## config.mk

```make
export PLATFORM = sky130hd
export DESIGN_NAME = dce_engine
export DESIGN_NICKNAME = d
export VERILOG_FILES = /design/src/design/dce_raster_op.v /design/src/design/dce_engine.v
export VERILOG_INCLUDE_DIRS = /design/src /design/src/design
export SDC_FILE = /design/constraint.sdc
export NUM_CORES = 1
export LEC_CHECK = 0
export BUFFER_PORTS_ARGS = -buffer_cell sky130_fd_sc_hd__buf_2
export CORE_ASPECT_RATIO = 0.7
export CORE_UTILIZATION = 30
export CTS_BUF_LIST = sky130_fd_sc_hd__clkbuf_4 sky130_fd_sc_hd__clkbuf_8
export CTS_CLUSTER_SIZE = 12
export DETAILED_ROUTE_END_ITERATION = 6
export SETUP_SLACK_MARGIN = 0.5
export SLEW_MARGIN = 5
export SYNTH_ARGS = -nofsm -noshare
export SYNTH_HDL_FRONTEND = slang
export SYNTH_SLANG_ARGS = --single-unit
```

## constraint.sdc

```tcl
create_clock -name clk_sys_i -period 9 [get_ports clk_sys_i]
set_input_delay 0.45 -clock clk_sys_i [delete_from_list [all_inputs] [get_ports clk_sys_i]]
set_output_delay 0.45 -clock clk_sys_i [all_outputs]
set_load 0.01 [all_outputs]
```

## src/design/dce_defs.vh

```
// Constants for the drawing engine command and control block
`ifndef DCE_DEFS_VH
`define DCE_DEFS_VH
`define DCE_ADDR_W 24
`define DCE_OFS_DEST 24'h100004
`define DCE_OFS_DIM 24'h100008
`define DCE_OFS_CTRL 24'h10000c
`define DCE_RST_WORD 32'h00000000
`define DCE_DEST_MASK 32'h9fffffff
`define DCE_DIM_MASK 32'h1fffffff
`define DCE_DEST_WRAP 31
`define DCE_DEST_X 27:16
`define DCE_DEST_Y 11:0
`define DCE_DIM_X 28:16
`define DCE_DIM_Y 15:0
`define DCE_CTL_START 31
`define DCE_CTL_PAT_COLOR 30
`define DCE_CTL_UPDATE_X 29
`define DCE_CTL_QUICK 28
`define DCE_CTL_DIR 27
`define DCE_CTL_MAJOR_Y 26
`define DCE_CTL_XNEG 25
`define DCE_CTL_YNEG 24
`define DCE_CTL_STRETCH 23
`define DCE_CTL_HOST_MONO 22
`define DCE_CTL_LAST_PIX 21
`define DCE_CTL_CMD 20:16
`define DCE_CTL_BINARY 15
`define DCE_CTL_BIN_PAT 14
`define DCE_CTL_PACK 13:12
`define DCE_CTL_REPEAT 11
`define DCE_CTL_TMATCH 10
`define DCE_CTL_TDEST 9
`define DCE_CTL_TEN 8
`define DCE_CTL_ROP 7:0
`define DCE_CMD_BLOCK_COPY 5'h00
`define DCE_CMD_RECT_FILL 5'h01
`define DCE_CMD_DETILE 5'h02
`define DCE_CMD_TRAP_FILL 5'h03
`define DCE_CMD_ALPHA 5'h04
`define DCE_CMD_RLE_STRIP 5'h05
`define DCE_CMD_SHORT_STROKE 5'h06
`define DCE_CMD_LINE 5'h07
`define DCE_CMD_HOST_WRITE 5'h08
`define DCE_CMD_HOST_READ 5'h09
`define DCE_CMD_HOST_WRITE_UP 5'h0a
`define DCE_CMD_ROTATE 5'h0b
`define DCE_CMD_FONT 5'h0c
`define DCE_CMD_TEXTURE 5'h0f
`define DCE_ANG_0 2'h0
`define DCE_ANG_270 2'h1
`define DCE_ANG_90 2'h2
`define DCE_ANG_180 2'h3
`define DCE_PACK_NONE 2'h0
`define DCE_PACK_8 2'h1
`define DCE_PACK_16 2'h2
`define DCE_ST_IDLE 2'h0
`define DCE_ST_RUN 2'h1
`define DCE_ST_DONE 2'h2
`endif

```

## src/design/dce_raster_op.v

```verilog
// Raster operation unit: ternary and binary pixel combiners
`timescale 1ns/100ps
`include "dce_defs.vh"
module dce_raster_op (
  input wire [31:0] pat_i,
  input wire [31:0] src_i,
  input wire [31:0] dst_i,
  input wire [7:0] code_i,
  input wire binary_i,
  input wire bin_src_pat_i,
  output reg [31:0] res_o
);
  integer i;
  reg bin_src;

  always @* begin
    res_o = 32'h00000000;
    bin_src = 1'b0;
    for (i = 0; i < 32; i = i + 1) begin
      if (binary_i) begin
        bin_src = bin_src_pat_i ? pat_i[i] : src_i[i];
        res_o[i] = code_i[{bin_src, dst_i[i]}];
      end else begin
        res_o[i] = code_i[{pat_i[i], src_i[i], dst_i[i]}];
      end
    end
  end
endmodule

```

## src/design/dce_engine.v

```verilog
// Drawing engine command registers and operation sequencer
// Operation
// - Destination bit 31 enables destination wrap
// - Destination X field: coordinate, low address, start
// - Destination Y field: coordinate, high address, start
// - Dimension X field: width, vector or horizontal length
// - Dimension Y field: height, error term, other length
// - Control bit 31 starts; zero means stopped
// - Quick start begins on dimension write
// - Bit 30 selects mono or colour pattern
// - Bit 29 updates destination X after operation
// - Bit 27 selects left or right direction
// - Line major axis and step signs
// - Bit 23 enables vertical stretch
// - Bit 22 selects colour or mono host data
// - Bit 21 controls drawing final line pixel
// - Five-bit command field decode
// - Binary or ternary op, binary source select
// - Mono packing field decode
// - Repeat rotate restarts at each vertical sync that finds the sequencer idle
// - Transparency enable, source and match sense
// - All 256 ternary codes; mono pattern
// - Rotate angle from step bits
`timescale 1ns/100ps
`include "dce_defs.vh"
module dce_engine (
  input wire clk_sys_i,
  input wire sys_rst_i,
  input wire [23:0] reg_addr_i,
  input wire reg_wr_i,
  input wire [31:0] reg_wdata_i,
  input wire reg_rd_i,
  output wire [31:0] reg_rdata_o,
  input wire vsync_pulse_i,
  input wire [13:0] line_k1_i,
  input wire [13:0] line_k2_i,
  input wire [31:0] pat_pix_i,
  input wire [31:0] src_pix_i,
  input wire [31:0] dst_pix_i,
  input wire src_match_i,
  input wire dst_match_i,
  input wire pix_ready_i,
  output wire pix_valid_o,
  output wire pix_we_o,
  output wire [11:0] pix_x_o,
  output wire [11:0] pix_y_o,
  output wire [31:0] pix_data_o,
  output wire [11:0] cur_x_o,
  output wire [11:0] cur_y_o,
  output wire busy_o,
  output wire [4:0] command_o,
  output wire wrap_enable_o,
  output wire pattern_color_o,
  output wire vertical_stretch_enable_o,
  output wire host_mono_o,
  output wire [1:0] mono_pack_o,
  output wire [1:0] rotate_angle_o
);
  reg [31:0] dest_reg;
  reg [31:0] dim_reg;
  reg [31:0] ctrl_reg;
  reg [31:0] rdata_reg;
  reg [1:0] state_reg;
  reg [11:0] x_reg;
  reg [11:0] y_reg;
  reg [12:0] xcnt_reg;
  reg [15:0] ycnt_reg;
  reg [15:0] err_reg;
  reg pv_reg;
  reg pwe_reg;
  reg [11:0] px_reg;
  reg [11:0] py_reg;
  reg [31:0] pdata_reg;
  wire [31:0] rop_res;
  wire [4:0] cmd;
  wire is_line;
  wire is_stroke;
  wire xstep_neg;
  wire ystep_neg;
  wire last_pix;
  wire transparent;
  wire go_write;
  wire go_quick;
  wire go_repeat;
  wire start;
  reg [11:0] nx;
  reg [11:0] ny;
  reg [15:0] nerr;
  reg finish;
  // Sequencer states
  localparam [1:0] ST_IDLE = `DCE_ST_IDLE;
  localparam [1:0] ST_RUN = `DCE_ST_RUN;
  localparam [1:0] ST_DONE = `DCE_ST_DONE;

  function [11:0] step12;
    input [11:0] v;
    input neg;
    begin
      step12 = neg ? v - 12'h001 : v + 12'h001;
    end
  endfunction

  function sel;
    input [23:0] a;
    input [23:0] ofs;
    begin
      sel = (a == ofs);
    end
  endfunction

  assign cmd = ctrl_reg[`DCE_CTL_CMD];
  assign is_line = (cmd == `DCE_CMD_LINE);
  assign is_stroke = (cmd == `DCE_CMD_SHORT_STROKE);
  // Block ops walk by direction bit, lines by the step bits
  assign xstep_neg = (is_line | is_stroke) ? ctrl_reg[`DCE_CTL_XNEG]
                                           : ctrl_reg[`DCE_CTL_DIR];
  assign ystep_neg = (is_line | is_stroke) ? ctrl_reg[`DCE_CTL_YNEG]
                                           : (cmd == `DCE_CMD_HOST_WRITE_UP);
  assign last_pix = (xcnt_reg == 13'h0001) & (ycnt_reg == 16'h0001 | is_line | is_stroke);
  // Match sense picks which pixels get dropped
  assign transparent = ctrl_reg[`DCE_CTL_TEN] &
    ((ctrl_reg[`DCE_CTL_TDEST] ? dst_match_i : src_match_i)
     == ctrl_reg[`DCE_CTL_TMATCH]);

  dce_raster_op u_rop (
    .pat_i(pat_pix_i),
    .src_i(src_pix_i),
    .dst_i(dst_pix_i),
    .code_i(ctrl_reg[`DCE_CTL_ROP]),
    .binary_i(ctrl_reg[`DCE_CTL_BINARY]),
    .bin_src_pat_i(ctrl_reg[`DCE_CTL_BIN_PAT]),
    .res_o(rop_res)
  );

  // Writes to the command registers are ignored while busy
  assign go_write = reg_wr_i & sel(reg_addr_i, `DCE_OFS_CTRL) &
                    reg_wdata_i[`DCE_CTL_START] & (state_reg == ST_IDLE);
  assign go_quick = reg_wr_i & sel(reg_addr_i, `DCE_OFS_DIM) &
                    ctrl_reg[`DCE_CTL_QUICK] & (state_reg == ST_IDLE);
  assign go_repeat = vsync_pulse_i & ctrl_reg[`DCE_CTL_REPEAT] &
                     (cmd == `DCE_CMD_ROTATE) & (state_reg == ST_IDLE);
  assign start = go_write | go_quick | go_repeat;

  // Done cycle clears status and, when bit 29 is set, moves destination X
  always @(posedge clk_sys_i) begin
    if (sys_rst_i) begin
      dest_reg <= `DCE_RST_WORD;
      dim_reg <= `DCE_RST_WORD;
      ctrl_reg <= `DCE_RST_WORD;
    end else begin
      if (reg_wr_i & (state_reg == ST_IDLE)) begin
        if (sel(reg_addr_i, `DCE_OFS_DEST))
          dest_reg <= reg_wdata_i & `DCE_DEST_MASK;
        if (sel(reg_addr_i, `DCE_OFS_DIM))
          dim_reg <= reg_wdata_i & `DCE_DIM_MASK;
        if (sel(reg_addr_i, `DCE_OFS_CTRL))
          ctrl_reg <= reg_wdata_i;
      end
      if (go_quick | go_repeat)
        ctrl_reg[`DCE_CTL_START] <= 1'b1;
      if (state_reg == ST_DONE) begin
        ctrl_reg[`DCE_CTL_START] <= 1'b0;
        if (ctrl_reg[`DCE_CTL_UPDATE_X])
          dest_reg[`DCE_DEST_X] <= x_reg;
      end
    end
  end

  // Read data held until the next read
  always @(posedge clk_sys_i) begin
    if (sys_rst_i) begin
      rdata_reg <= `DCE_RST_WORD;
    end else if (reg_rd_i) begin
      if (sel(reg_addr_i, `DCE_OFS_DEST))
        rdata_reg <= dest_reg;
      else if (sel(reg_addr_i, `DCE_OFS_DIM))
        rdata_reg <= dim_reg;
      else if (sel(reg_addr_i, `DCE_OFS_CTRL))
        rdata_reg <= ctrl_reg;
      else
        rdata_reg <= `DCE_RST_WORD;
    end
  end

  // Next position for the current walk
  always @* begin
    nx = x_reg;
    ny = y_reg;
    nerr = err_reg;
    finish = last_pix;
    if (is_line) begin
      if (ctrl_reg[`DCE_CTL_MAJOR_Y]) begin
        ny = step12(y_reg, ystep_neg);
        if (!err_reg[15])
          nx = step12(x_reg, xstep_neg);
      end else begin
        nx = step12(x_reg, xstep_neg);
        if (!err_reg[15])
          ny = step12(y_reg, ystep_neg);
      end
      // Error term sign picks K2 or K1 increment
      nerr = err_reg[15] ? err_reg + {{2{line_k1_i[13]}}, line_k1_i}
                         : err_reg + {{2{line_k2_i[13]}}, line_k2_i};
    end else if (is_stroke) begin
      if (ctrl_reg[`DCE_CTL_MAJOR_Y])
        ny = step12(y_reg, ystep_neg);
      else
        nx = step12(x_reg, xstep_neg);
    end else if (xcnt_reg == 13'h0001) begin
      nx = dest_reg[`DCE_DEST_X];
      ny = step12(y_reg, ystep_neg);
    end else begin
      nx = step12(x_reg, xstep_neg);
    end
  end

  // One pixel per ready cycle; zero sizes finish at once
  always @(posedge clk_sys_i) begin
    if (sys_rst_i) begin
      state_reg <= ST_IDLE;
      x_reg <= 12'h000;
      y_reg <= 12'h000;
      xcnt_reg <= 13'h0000;
      ycnt_reg <= 16'h0000;
      err_reg <= 16'h0000;
      pv_reg <= 1'b0;
      pwe_reg <= 1'b0;
      px_reg <= 12'h000;
      py_reg <= 12'h000;
      pdata_reg <= 32'h00000000;
    end else begin
      pv_reg <= 1'b0;
      pwe_reg <= 1'b0;
      case (state_reg)
        ST_IDLE: begin
          if (start) begin
            x_reg <= dest_reg[`DCE_DEST_X];
            y_reg <= dest_reg[`DCE_DEST_Y];
            xcnt_reg <= go_quick ? reg_wdata_i[`DCE_DIM_X] : dim_reg[`DCE_DIM_X];
            ycnt_reg <= go_quick ? reg_wdata_i[`DCE_DIM_Y] : dim_reg[`DCE_DIM_Y];
            err_reg <= go_quick ? reg_wdata_i[`DCE_DIM_Y] : dim_reg[`DCE_DIM_Y];
            state_reg <= ST_RUN;
          end
        end
        ST_RUN: begin
          if (xcnt_reg == 13'h0000 ||
              (ycnt_reg == 16'h0000 && !is_line && !is_stroke)) begin
            state_reg <= ST_DONE;
          end else if (pix_ready_i) begin
            pv_reg <= 1'b1;
            // Line end pixel kept only when asked
            pwe_reg <= !transparent &
                       !(is_line & last_pix & !ctrl_reg[`DCE_CTL_LAST_PIX]);
            px_reg <= x_reg;
            py_reg <= y_reg;
            pdata_reg <= rop_res;
            x_reg <= nx;
            y_reg <= ny;
            err_reg <= nerr;
            if (finish) begin
              state_reg <= ST_DONE;
            end else if (xcnt_reg == 13'h0001) begin
              xcnt_reg <= dim_reg[`DCE_DIM_X];
              ycnt_reg <= ycnt_reg - 16'h0001;
            end else begin
              xcnt_reg <= xcnt_reg - 13'h0001;
            end
          end
        end
        ST_DONE: begin
          state_reg <= ST_IDLE;
        end
        default: begin
          state_reg <= ST_IDLE;
        end
      endcase
    end
  end

  assign reg_rdata_o = rdata_reg;
  assign pix_valid_o = pv_reg;
  assign pix_we_o = pwe_reg;
  assign pix_x_o = px_reg;
  assign pix_y_o = py_reg;
  assign pix_data_o = pdata_reg;
  assign cur_x_o = x_reg;
  assign cur_y_o = y_reg;
  assign busy_o = ctrl_reg[`DCE_CTL_START];
  assign command_o = cmd;
  assign wrap_enable_o = dest_reg[`DCE_DEST_WRAP];
  assign pattern_color_o = ctrl_reg[`DCE_CTL_PAT_COLOR];
  assign vertical_stretch_enable_o = ctrl_reg[`DCE_CTL_STRETCH];
  assign host_mono_o = ctrl_reg[`DCE_CTL_HOST_MONO];
  assign mono_pack_o = ctrl_reg[`DCE_CTL_PACK];
  // Rotate angle uses the step bits directly: 00=0,01=270,10=90,11=180
  assign rotate_angle_o = (cmd == `DCE_CMD_ROTATE) ?
    {ctrl_reg[`DCE_CTL_XNEG], ctrl_reg[`DCE_CTL_YNEG]} : `DCE_ANG_0;
endmodule

```

==> metrics.csv <==
stage,metric,value,unit
clock_network,insertion_delay,0.63,ns
setup_path,end_kind,flip-flop,
global_route,grt-ovfl-total,0,
timing,holdWs,0.09778,ns
placed_design,gp_congestion,0.9118,
global_route,grt_pass1_wl,92310,um
timing,finalMaxSlewViolations,0,
clock_network,clock_sinks,252,
yosys,yosysSeqAreaShare,31.12,%
clock_network,cts_max_level,2,
yosys,ys_warn_count,0,
setup_path,path_buf_inv,1,
yosys,ys_ff_latch,252,
timing,fin_tns_setup,0,ns
timing,skew,0.04306,ns
timing,period_minus_slack,3.633,ns
run,cap_violations,0,
pwr,power,2.559,mW
yosys,synth_area_leaders,"dfxtp_1, nand2_1, a21oi_1, mux2_2, mux4_2",
setup_path,slowest_delay,0.82,ns
route,ant_nets,0,
finish,syn2layout_area_growth,19.26,%
setup_path,arrival,4.15,ns
finish,layout_common_cells,"nand2_1, buf_2, a21oi_1, dfxtp_1, nor2_1",
die,start_util,30.69,%
timing,relSlewSlack,22.43,%
yosys,ys_async_sr_fraction,0,%
hold_path,hp-class,input port to flip-flop,
status,status,"complete, but fails checks",
setup_path,criticalPathCategory,flip-flop to flip-flop,
die,rows,70,
setup_path,crit_chain,mux2i_1 -> inv_1 -> ha_1 -> a21o_1 -> a211oi_1 -> o21ai_1 -> and2_1 -> a311oi_1 -> nor3_1 -> a211o_1 -> o31ai_1,
timing,rsz0062_at_grt,no,
clock_network,clk_pin_slew,0.06,ns
clock_network,ctsHoldBuffers,0,
setup_path,cp_slowest_cell,dfxtp_1,
route,route.detailed.drc,8,
die,io_pins,316,
die,die_area,0.05498,sq mm
setup_path,cp-start-kind,flip-flop,
timing,fmax,275.2,MHz
yosys,syn_nets,2271,
yosys,synth_flop_cell,dfxtp_1,
yosys,synthesis.area,0.01621,sq mm
route,first_pass_iters,7,
route,vias,16410,
yosys,synthCells,2041,
setup_path,cp.required,9.52,ns
setup_path,worstRegToRegCells,11,
die,die_w,279.8,um
setup_path,critPathTopFamily,compound AO/OA/AOI/OAI gates,
route,drt_iter0_drc,1506,
timing,setup_violations,0,
setup_path,crit-reg2reg-launch,err_reg[15],
global_route,grt_pass1_vias,15350,
die,die_y,196.5,um
hold_path,holdPathStages,3,
yosys,ys_types,77,
finish,final_common_cell,nand2_1,
clock_network,cts_tree,yes,
pwr,irDropWorstVdd,0.07442,mV
global_route,grt_max_degree,98,
timing,hold_viol,0,
yosys,synth_top_area_share,31.12,%
setup_path,rrSetupSlack,5.37,ns
hold_path,hold_start,reg_wdata_i[30],
pwr,p_per_area,132.4,mW/mm^2
global_route,grt_use_total,21.36,%
hold_path,min_to,ctrl_reg[30],
placed_design,io_buffer_count,315,
finish,final_nets,2505,
status,violations,design-rule violations,
clock_network,clock_path_buffers,3,
yosys,synth_edf_count,0,
global_route,antenna_found_initial,14,
yosys,yosys.area.top_type,dfxtp_1,
setup_path,critPathMaxFanout,18,
route,routedWlPerCell,19.90,um
finish,layout-drive-gt1-share,25.74,%
clock_network,postCtsSetupBuffers,0,
placed_design,detailed_place_hpwl,41970,um
route,vias_per_cell,5.404,
die,core,0.05281,sq mm
clock_network,cts_buffers,48,
timing,tightest_slew,1.156,ns
setup_path,path_depth,11,
route,wirelength,60430,um
clock_network,cts_resized,0,
setup_path,r2r_end,err_reg[15],
clock_network,cts-root-buf,clkbuf_8,
pwr,p_leak,7.703,nW
yosys,synth_area_per_cell,7.942,sq um
timing,post-route-period-util,40.37,%
## per-layer routing
layer / track usage, % / wire, um / vias to the layer above / share of wire, %
met1: 31.24 / 28170 / 7821 / 47
li1: - / - / 7737 / -
met3: 6.188 / 5936 / 112 / 9.8
met5: 0 / 54 / - / 0.089
met4: 6.780 / 1483 / 8 / 2.5
met2: 29.62 / 24780 / 735 / 41
## report_power, final
part           switching, mW  internal, mW
registers       0.0000000297          1.12
logic                 0.0964        0.0669
clock network          0.536         0.744
## worst max path at each step
stage                              start          end  slack, ns
after floorplan             ctrl_reg[17]  cur_x_o[11]       5.62
after global placement    reg_addr_i[18]  err_reg[15]       5.46
after detailed placement     err_reg[15]  err_reg[15]       5.42
after CTS                    err_reg[15]  err_reg[15]       5.39
after global routing         err_reg[15]  err_reg[15]       5.09
final                        err_reg[15]  err_reg[15]       5.37
## worst min-delay path, cell delays in order
cell and delay (ns):
buf_2 0.10, nand2_1 0.05, a21oi_1 0.05
## synthesized netlist by cell type, types with 10 or more instances
cell / number
a211oi_1: 40
a21oi_1: 279
a22o_1: 29
a311oi_1: 19
a31oi_1: 10
buf_2: 18
buf_4: 13
clkbuf_1: 121
dfxtp_1: 252
ha_1: 39
inv_1: 47
mux2_2: 97
mux2i_1: 70
mux4_2: 44
nand2_1: 400
nand2b_1: 45
nand3_1: 48
nor2_1: 167
nor2b_1: 19
nor3_1: 24
nor4_1: 10
o211ai_1: 14
o21ai_0: 48
o311a_1: 26
xnor2_1: 20
xor2_1: 18
## final cells by class
cell class,count,area (sq um)
Tap cell,720,900.9
Timing Repair Buffer,347,1826
Fill cell,5409,33480
Multi-Input combinational cell,1577,10300
Clock buffer,71,889.6
Clock inverter,12,160.2
Inverter,49,183.9
Sequential cell,252,5047
Antenna cell,9,22.52
## kinds of logic after synthesis
family	after synthesis	share of synthesized area [%]
and+or+nand+nor	766	20.82
AOI/OAI and AO/OA	519	19.87
DFF	252	31.12
buffers and inverters	212	5.442
muxes	211	17.17
adders and majority gates	42	3.381
xor gates and xnor gates	39	2.192
## per-stage QoR
stage	cell area (sq um)	utilization [%]	worst slack (ns)	instances
2_1_floorplan	16210	-	5.621	2041
3_3_place_gp	18260	34.57	5.462	2945
3_5_place_dp	18260	34.57	5.415	2945
4_1_cts	19310	36.56	5.386	3028
5_1_grt	19320	36.59	5.094	3034
6_report	19330	36.61	5.367	3037
(Power assumes the default switching activity.)
